`src/pfr_pkg.sv`:
```
package pfr_pkg;

   // register indices; byte address is four times the index
   localparam logic [9:0] IDX_FLAGS_ONE = 10'h00c;
   localparam logic [9:0] IDX_IRQ_ENABLE_ONE = 10'h08c;
   localparam logic [9:0] IDX_DATA_LOW = 10'h10c;
   localparam logic [9:0] IDX_ADDR_LOW = 10'h10d;
   localparam logic [9:0] IDX_DATA_HIGH = 10'h10e;
   localparam logic [9:0] IDX_ADDR_HIGH = 10'h10f;
   localparam logic [9:0] IDX_CONTROL = 10'h18c;
   localparam logic [9:0] IDX_UNLOCK_PORT = 10'h18d;

   // control and flag field positions
   localparam int CTL_READ_BIT = 0;
   localparam int CTL_WRITE_BIT = 1;
   localparam int CTL_PERMIT_BIT = 2;
   localparam int CTL_ABORT_BIT = 3;
   localparam int CTL_SPACE_BIT = 7;
   localparam int FLAG_WRITE_DONE_BIT = 7;

   // implemented widths
   localparam int ADDR_HIGH_W = 5;
   localparam int DATA_HIGH_W = 6;
   localparam int PROG_ADDR_W = 13;
   localparam int PROG_WORD_W = 14;

   // reset values
   localparam logic [7:0] RST_BYTE = 8'h00;
   localparam logic [7:0] RST_CONTROL = 8'h00;

   // timing: core clock and instruction cycle rate
   localparam int CLK_HZ = 10_000_000;
   localparam int INSTR_HZ = 2_500_000;
   localparam int INSTR_DIV = CLK_HZ / INSTR_HZ;

   localparam logic [1:0] RESP_OKAY = 2'h0;
   localparam logic [1:0] RESP_SLVERR = 2'h2;

   typedef enum logic [1:0] {
      ST_IDLE = 2'b00,
      ST_WAIT = 2'b01,
      ST_FETCH = 2'b10,
      ST_EE_READ = 2'b11
   } pfr_state_type;

   typedef struct packed {
      logic read;
      logic [PROG_ADDR_W-1:0] addr;
   } pfr_flash_req_type;

   typedef struct packed {
      logic read;
      logic write;
      logic [7:0] addr;
      logic [7:0] wdata;
   } pfr_ee_req_type;

endpackage : pfr_pkg

```
`src/pfr_read_port.sv`:
```
// How it works
// - setting read strobe bit 0 with the space select set starts a fetch.
// - the flash is read during the second instruction cycle after the set.
// - the instruction in that second cycle is flagged as not executed.
// - the word sits in the data registers in the cycle after the fetch.
// - data registers hold until another read or a software write.
// - a write strobe set while the space select is 1 is dropped at once.
// - the read strobe is cleared by hardware; software can only set it.
// - space select clear makes the read use only the low address and data.
`timescale 1ns/1ps
module pfr_read_port
   import pfr_pkg::*;
#(
   parameter int DIV = INSTR_DIV,
   parameter int ADDR_W = 12
) (
   input wire logic clk,
   input wire logic rstn,
   input wire logic [ADDR_W-1:0] awaddr,
   input wire logic awvalid,
   output logic awready,
   input wire logic [31:0] wdata,
   input wire logic [3:0] wstrb,
   input wire logic wvalid,
   output logic wready,
   output logic [1:0] bresp,
   output logic bvalid,
   input wire logic bready,
   input wire logic [ADDR_W-1:0] araddr,
   input wire logic arvalid,
   output logic arready,
   output logic [31:0] rdata,
   output logic [1:0] rresp,
   output logic rvalid,
   input wire logic rready,
   output pfr_flash_req_type flashReq,
   input wire logic [PROG_WORD_W-1:0] flashData,
   output pfr_ee_req_type eeReq,
   input wire logic [7:0] eeData,
   input wire logic eeWriteDone,
   output logic instrSuppress,
   output logic instrTick
);

   if (DIV < 2 || ADDR_W < 12) begin : g_check
      $error("pfr_read_port: DIV must be >= 2 and ADDR_W >= 12");
   end

   localparam int CW = $clog2(DIV);

   function automatic logic [10:0] regIndex(input logic [ADDR_W-1:0] a);
      regIndex = {1'b0, a[11:2]};
   endfunction : regIndex

   function automatic logic isMapped(input logic [10:0] i);
      isMapped = i == {1'b0, IDX_FLAGS_ONE}
         || i == {1'b0, IDX_IRQ_ENABLE_ONE}
         || i == {1'b0, IDX_DATA_LOW} || i == {1'b0, IDX_ADDR_LOW}
         || i == {1'b0, IDX_DATA_HIGH} || i == {1'b0, IDX_ADDR_HIGH}
         || i == {1'b0, IDX_CONTROL} || i == {1'b0, IDX_UNLOCK_PORT};
   endfunction : isMapped

   logic [7:0] flagsOne;
   logic [7:0] irqEnableOne;
   logic [7:0] nvmDataLow;
   logic [7:0] nvmAddrLow;
   logic [DATA_HIGH_W-1:0] nvmDataHigh;
   logic [ADDR_HIGH_W-1:0] nvmAddrHigh;
   logic spaceSelect;
   logic writePermit;
   logic writeAbortFlag;
   logic writeStrobe;
   logic readStrobe;
   pfr_state_type state;
   pfr_state_type next_state;
   logic [CW-1:0] divCount;
   logic [ADDR_W-1:0] awAddrHeld;
   logic awHave;
   logic [7:0] wByteHeld;
   logic wLaneOn;
   logic wHave;

   // instruction cycle enable from the core clock
   wire tickNow = divCount == CW'(DIV - 1);

   always_ff @(posedge clk) begin
      if (!rstn) begin
         divCount <= '0;
         instrTick <= 1'b0;
      end else begin
         divCount <= tickNow ? '0 : divCount + CW'(1);
         instrTick <= tickNow;
      end
   end

   // write channel: address and data taken in either order
   wire doWrite = awHave && wHave && !bvalid;
   wire [10:0] wIdx = regIndex(awAddrHeld);
   wire wMapped = isMapped(wIdx);
   wire wEn = doWrite && wLaneOn;
   wire wrFlags = wEn && wIdx == {1'b0, IDX_FLAGS_ONE};
   wire wrIrqEn = wEn && wIdx == {1'b0, IDX_IRQ_ENABLE_ONE};
   wire wrDataLow = wEn && wIdx == {1'b0, IDX_DATA_LOW};
   wire wrAddrLow = wEn && wIdx == {1'b0, IDX_ADDR_LOW};
   wire wrDataHigh = wEn && wIdx == {1'b0, IDX_DATA_HIGH};
   wire wrAddrHigh = wEn && wIdx == {1'b0, IDX_ADDR_HIGH};
   wire wrControl = wEn && wIdx == {1'b0, IDX_CONTROL};

   always_ff @(posedge clk) begin
      if (!rstn) begin
         awready <= 1'b1;
         wready <= 1'b1;
         awHave <= 1'b0;
         wHave <= 1'b0;
         awAddrHeld <= '0;
         wByteHeld <= RST_BYTE;
         wLaneOn <= 1'b0;
         bvalid <= 1'b0;
         bresp <= RESP_OKAY;
      end else begin
         if (awvalid && awready) begin
            awAddrHeld <= awaddr;
            awHave <= 1'b1;
            awready <= 1'b0;
         end
         if (wvalid && wready) begin
            wByteHeld <= wdata[7:0];
            wLaneOn <= wstrb[0];
            wHave <= 1'b1;
            wready <= 1'b0;
         end
         if (doWrite) begin
            bvalid <= 1'b1;
            bresp <= wMapped ? RESP_OKAY : RESP_SLVERR;
            awHave <= 1'b0;
            wHave <= 1'b0;
         end
         if (bvalid && bready) begin
            bvalid <= 1'b0;
            awready <= 1'b1;
            wready <= 1'b1;
         end
      end
   end

   // read strobe only starts from idle; a zero write leaves it alone
   wire newSpace = wByteHeld[CTL_SPACE_BIT];
   wire startRead = wrControl && wByteHeld[CTL_READ_BIT]
      && state == ST_IDLE;
   wire newPermit = wByteHeld[CTL_PERMIT_BIT];
   wire startWrite = wrControl && wByteHeld[CTL_WRITE_BIT]
      && newPermit && !newSpace;
   wire fetchDone = state == ST_FETCH && tickNow;
   wire eeDone = state == ST_EE_READ;

   always_comb begin
      next_state = state;
      unique case (state)
         ST_IDLE: begin
            if (startRead) begin
               next_state = newSpace ? ST_WAIT : ST_EE_READ;
            end
         end
         ST_WAIT: begin
            if (tickNow) begin
               next_state = ST_FETCH;
            end
         end
         ST_FETCH: begin
            if (tickNow) begin
               next_state = ST_IDLE;
            end
         end
         ST_EE_READ: begin
            next_state = ST_IDLE;
         end
      endcase
   end

   always_ff @(posedge clk) begin
      if (!rstn) begin
         state <= ST_IDLE;
         readStrobe <= 1'b0;
      end else begin
         state <= next_state;
         if (startRead) begin
            readStrobe <= 1'b1;
         end else if (fetchDone || eeDone) begin
            readStrobe <= 1'b0;
         end
      end
   end

   // flash is driven for the whole second instruction cycle
   always_ff @(posedge clk) begin
      if (!rstn) begin
         flashReq <= '0;
         instrSuppress <= 1'b0;
      end else begin
         flashReq.read <= next_state == ST_FETCH;
         instrSuppress <= next_state == ST_FETCH;
         if (startRead) begin
            flashReq.addr <= {nvmAddrHigh, nvmAddrLow};
         end
      end
   end

   always_ff @(posedge clk) begin
      if (!rstn) begin
         eeReq <= '0;
      end else begin
         eeReq.read <= startRead && !newSpace;
         eeReq.write <= startWrite;
         if (startRead || startWrite) begin
            eeReq.addr <= nvmAddrLow;
            eeReq.wdata <= nvmDataLow;
         end
      end
   end

   // a fetch landing with a software write keeps the fetched word
   always_ff @(posedge clk) begin
      if (!rstn) begin
         nvmDataLow <= RST_BYTE;
         nvmDataHigh <= '0;
      end else if (fetchDone) begin
         nvmDataLow <= flashData[7:0];
         nvmDataHigh <= flashData[PROG_WORD_W-1:8];
      end else if (eeDone) begin
         nvmDataLow <= eeData;
      end else begin
         if (wrDataLow) begin
            nvmDataLow <= wByteHeld;
         end
         if (wrDataHigh) begin
            nvmDataHigh <= wByteHeld[DATA_HIGH_W-1:0];
         end
      end
   end

   always_ff @(posedge clk) begin
      if (!rstn) begin
         nvmAddrLow <= RST_BYTE;
         nvmAddrHigh <= '0;
         irqEnableOne <= RST_BYTE;
      end else begin
         if (wrAddrLow) begin
            nvmAddrLow <= wByteHeld;
         end
         if (wrAddrHigh) begin
            nvmAddrHigh <= wByteHeld[ADDR_HIGH_W-1:0];
         end
         if (wrIrqEn) begin
            irqEnableOne <= wByteHeld;
         end
      end
   end

   // done flag: hardware set wins over a software clear
   always_ff @(posedge clk) begin
      if (!rstn) begin
         flagsOne <= RST_BYTE;
      end else begin
         if (wrFlags) begin
            flagsOne <= wByteHeld;
         end
         if (eeWriteDone && writeStrobe) begin
            flagsOne[FLAG_WRITE_DONE_BIT] <= 1'b1;
         end
      end
   end

   always_ff @(posedge clk) begin
      if (!rstn) begin
         spaceSelect <= RST_CONTROL[CTL_SPACE_BIT];
         writePermit <= RST_CONTROL[CTL_PERMIT_BIT];
         writeAbortFlag <= RST_CONTROL[CTL_ABORT_BIT];
         writeStrobe <= RST_CONTROL[CTL_WRITE_BIT];
      end else begin
         if (wrControl) begin
            spaceSelect <= newSpace;
            writePermit <= newPermit;
            writeAbortFlag <= wByteHeld[CTL_ABORT_BIT];
         end
         // write strobe in program space never sticks
         if (startWrite) begin
            writeStrobe <= 1'b1;
         end else if (eeWriteDone) begin
            writeStrobe <= 1'b0;
         end
      end
   end

   // read channel: one word per address, answered the next cycle
   wire [10:0] rIdx = regIndex(araddr);
   wire [7:0] ctlByte = {spaceSelect, 3'h0, writeAbortFlag, writePermit,
      writeStrobe, readStrobe};
   wire [7:0] rByte =
      rIdx == {1'b0, IDX_FLAGS_ONE} ? flagsOne :
      rIdx == {1'b0, IDX_IRQ_ENABLE_ONE} ? irqEnableOne :
      rIdx == {1'b0, IDX_DATA_LOW} ? nvmDataLow :
      rIdx == {1'b0, IDX_ADDR_LOW} ? nvmAddrLow :
      rIdx == {1'b0, IDX_DATA_HIGH} ? {2'h0, nvmDataHigh} :
      rIdx == {1'b0, IDX_ADDR_HIGH} ? {3'h0, nvmAddrHigh} :
      rIdx == {1'b0, IDX_CONTROL} ? ctlByte : 8'h00;

   always_ff @(posedge clk) begin
      if (!rstn) begin
         arready <= 1'b1;
         rvalid <= 1'b0;
         rdata <= 32'h0000_0000;
         rresp <= RESP_OKAY;
      end else if (arvalid && arready) begin
         arready <= 1'b0;
         rvalid <= 1'b1;
         rdata <= {24'h00_0000, rByte};
         rresp <= isMapped(rIdx) ? RESP_OKAY : RESP_SLVERR;
      end else if (rvalid && rready) begin
         rvalid <= 1'b0;
         arready <= 1'b1;
      end
   end

endmodule : pfr_read_port

```
`config.mk`:
```
export PLATFORM = sky130hd
export DESIGN_NAME = pfr_read_port
export DESIGN_NICKNAME = d
export VERILOG_FILES = /design/src/pfr_pkg.sv /design/src/pfr_read_port.sv
export SDC_FILE = /design/constraint.sdc
export NUM_CORES = 1
export LEC_CHECK = 0
export BUFFER_PORTS_ARGS = -buffer_cell sky130_fd_sc_hd__buf_2
export CORE_ASPECT_RATIO = 2
export CORE_MARGIN = 4
export CORE_UTILIZATION = 45
export CTS_BUF_LIST = sky130_fd_sc_hd__clkbuf_2
export DETAILED_ROUTE_END_ITERATION = 10
export PLACE_DENSITY = 0.71
export SKIP_CTS_REPAIR_TIMING = 1
export SYNTH_ARGS = -nofsm -noshare
export SYNTH_HDL_FRONTEND = slang
export SYNTH_SLANG_ARGS = --single-unit
```
`constraint.sdc`:
```
create_clock -name clk -period 2.3 [get_ports clk]
set_input_delay 0.575 -clock clk [delete_from_list [all_inputs] [get_ports clk]]
set_output_delay 0.575 -clock clk [all_outputs]
set_load 0.02 [all_outputs]
```
==> results.md <==
* Combined global-route utilization of all metal layers at 0.2292
* Hold violation total from the final report at 0
* Initial core utilization at 0.4648
* Fin util at 0.5295
* CP Max Fanout at 9
* Sequential share of the synthesized area at 0.4248
* Sw Share at 0.2771
* Largest stage delay on the critical path at 570 ps
* Area of placed instances at 0.006260 sq mm
* Setup Skew at 43.38 ps
* Final Setup Violations at 0
* Post-route worst setup slack at 229.1 ps
* Global placement routability congestion at 0.8996
* Routed length per placed instance at 18.10 um
* Unrepaired setup endpoints after global routing: no
* Cts bufs inserted at 17
* Part of the power in the clock network at 0.351
* Core region area at 0.01227 sq mm
* Count of state elements after synthesis at 121
* Most frequent cells in the layout: 121 x dfxtp_1, 112 x nand2_1, 107 x buf_2, 65 x a21oi_1, 58 x mux2i_1
* Standard cell with the maximum stage delay on the critical path: dfxtp_1
* Static leakage at 2.618 nW
* Count of unique library cells instantiated by Yosys at 57
* Share of post-route cells with drive strength above 1 at 0.2325
* Routing usage on met2 at 0.4136
* Fin Setup TNS at 0 ps
* Non-Filler Cell Area, Final at 0.006495 sq mm
* Area of the die at 0.01465 sq mm
* Number of standard-cell rows in the floorplan at 57
* Share of power burned in registers at 0.549
* Number of global-route vias before repair at 5129
* Worst-margin pin slew at 713.5 ps
* Nature of the critical path startpoint: flop
* Total power consumption of the routed design at 3.984 mW
* Final layout net count at 849
* Clock tree root buffer cell: clkbuf_2
* Portion of the clock cycle consumed by the worst path in the final layout at 0.9004
* Non-Filler Instances at 918
* Maxcap violations at 0
* Worst endpoint required time at 2960 ps
* Hold crit path type: in2reg
* Layout area overhead at 13.91%
* Routed Wire Length at 16620 um
* Number of instances in the synthesized netlist at 666
* Synth Flop Type: dfxtp_1
* Met3 track demand over resource at 0.04769
* Worst setup path class: reg2reg
* Most common library cell in the layout ignoring fill and taps: dfxtp_1
* Worst setup slack before clock tree synthesis at 149.5 ps
* I/O pin count at 165
* Drt first-iter violations at 310
* Global Route met1 Usage at 0.2314
* Buffers on Ports at 107
* List of cells traversed by the critical path: or3b_2 -> nor4_1 -> nand3_1 -> a21oi_1
* Capturing element type of the critical path: flop
* Die Span Y at 167.2 um
* Insertion delay of the later-clocked pin in the worst-skew pair at 750 ps
* Count of filler cells inserted in the layout at 1173
* Largest net degree at the start of global routing at 79
* Number of detailed-route iterations in the first pass at 5
* CTS Sinks at 121
* Routed vias at 5141
* Switching power summed over all nets at 1.104 mW
* First-pass GRT wire length at 26030 um
* DRC viols at 0
* CTS tree: built
* Remaining number of nets flagged by the antenna check after routing at 0
* GRT overflow at 0
* Part of the total power dissipated in combinational logic at 0.100
* CTS H-tree depth at 4
* Internal portion of total power at 2.880 mW
* Share of flip-flops with an asynchronous set or reset after synthesis at 0
* Arrival time of the worst setup path at 2730 ps
* Largest voltage drop on the vdd net at 0.3074 mV
* EDFF count, synth at 0
* Avg Cell Area, Syn at 8.561 sq um
* Most crowded layer after global routing: met2
* Antenna violations before repair at 1
* Max-slew violations at 0
* Buffer depth of the longest clock path at 2
* Result of the run: finished clean
* Slew Limit Headroom at 0.5237
* Placed wire-length estimate at 12590 um
* CTS clk-pin slew, worst paths at 180 ps
* Final hold slack at 17.54 ps
* DR vias/cell at 5.600
* Ratio of total power to cell area at 613.4 mW/mm^2
* Warnings from Yosys at 0
* Number of placed cells counting well taps at 886
* Total standard cell area after synthesis at 0.005702 sq mm
* Peak clock frequency supported by timing at 0.4829 GHz
* Die boundary width at 87.60 um
* Min cycle time layout at 2071 ps
## cell families (layout without fill, tap and decap cells)
logic type | after synthesis | in the layout | synth area share
AO/OA/AOI/OAI | 153 | 153 | 0.1551
other | 1 | 27 | 0.0006577
flip-flops | 121 | 121 | 0.4248
multiplexers | 65 | 65 | 0.1156
AND/OR/NAND/NOR | 242 | 242 | 0.2247
buffers and inverters | 83 | 162 | 0.07680
adder cells (fa/ha/maj) | 1 | 1 | 0.002194
## synth_stat cells (all sizes together), types with 6 or more instances
master  count  share of area
nand4      16          0.019
buf        42          0.050
nand2     112          0.074
dfxtp     121           0.42
o21ai      52          0.046
nor2b       9         0.0099
nand2b     10          0.011
nor3b      13          0.020
nor2       12         0.0079
o211ai      8          0.011
mux2        7          0.014
clkbuf     35          0.023
nand3      30          0.026
nor3       10          0.012
a21oi      65          0.057
inv         6         0.0039
mux2i      58           0.10
## critical path: cells and delay by family (launching register included)
kind	cells	cell delay, ps
AND/OR/NAND/NOR	3	1240
AO/OA/AOI/OAI	1	200
flip-flops	1	570
## sequential cells by signal (all words and copies together), names as in the netlist, 2 cells and up
signal	flops
nvmDataLow	8
rdata	8
flagsOne	8
nvmDataHigh	6
nvmAddrHigh	5
irqEnableOne	8
nvmAddrLow	8
divCount	2
flashReq	13
state	2
wByteHeld	8
eeReq	18
awAddrHeld	10
## per-layer routing
layer,wire length (um),vias up
li1,-,2490
met1,5635,2396
met2,9021,188
met3,907,67
met4,1051,0
met5,0,-
## power by group through the flow
stage / sequential (mW) / combinational [mW] / clock, mW
after floorplan: 2.23 / 0.286 / 0
after global placement: 2.23 / 0.385 / 0
after detailed placement: 2.23 / 0.396 / 0
after CTS: 2.19 / 0.397 / 1.40
after global routing: 2.19 / 0.436 / 1.48
final: 2.19 / 0.399 / 1.40
## worst paths after layout
check / start / endpoint / slack (ps) / cells after the start
setup / recovery: awAddrHeld[9] / writeStrobe / 230 / 4
hold / removal: wvalid / wready / 20 / 2
setup reg to reg: awAddrHeld[9] / writeStrobe / 230 / 4
hold reg to reg: eeReq[13] / eeReq[13] / 470 / 2
## final cells by class
cell class	count	area, sq um	area share
multi-input cells	487	2935	0.4519
flip-flops and latches	121	2422	0.3730
repair buffers	125	695.7	0.1071
well taps	147	183.9	0.02832
clock inverters	10	127.6	0.01965
clock buffers	21	105.1	0.01618
inverters	6	22.52	0.003468
diodes	1	2.502	0.0003853
(Power assumes the default switching activity.)
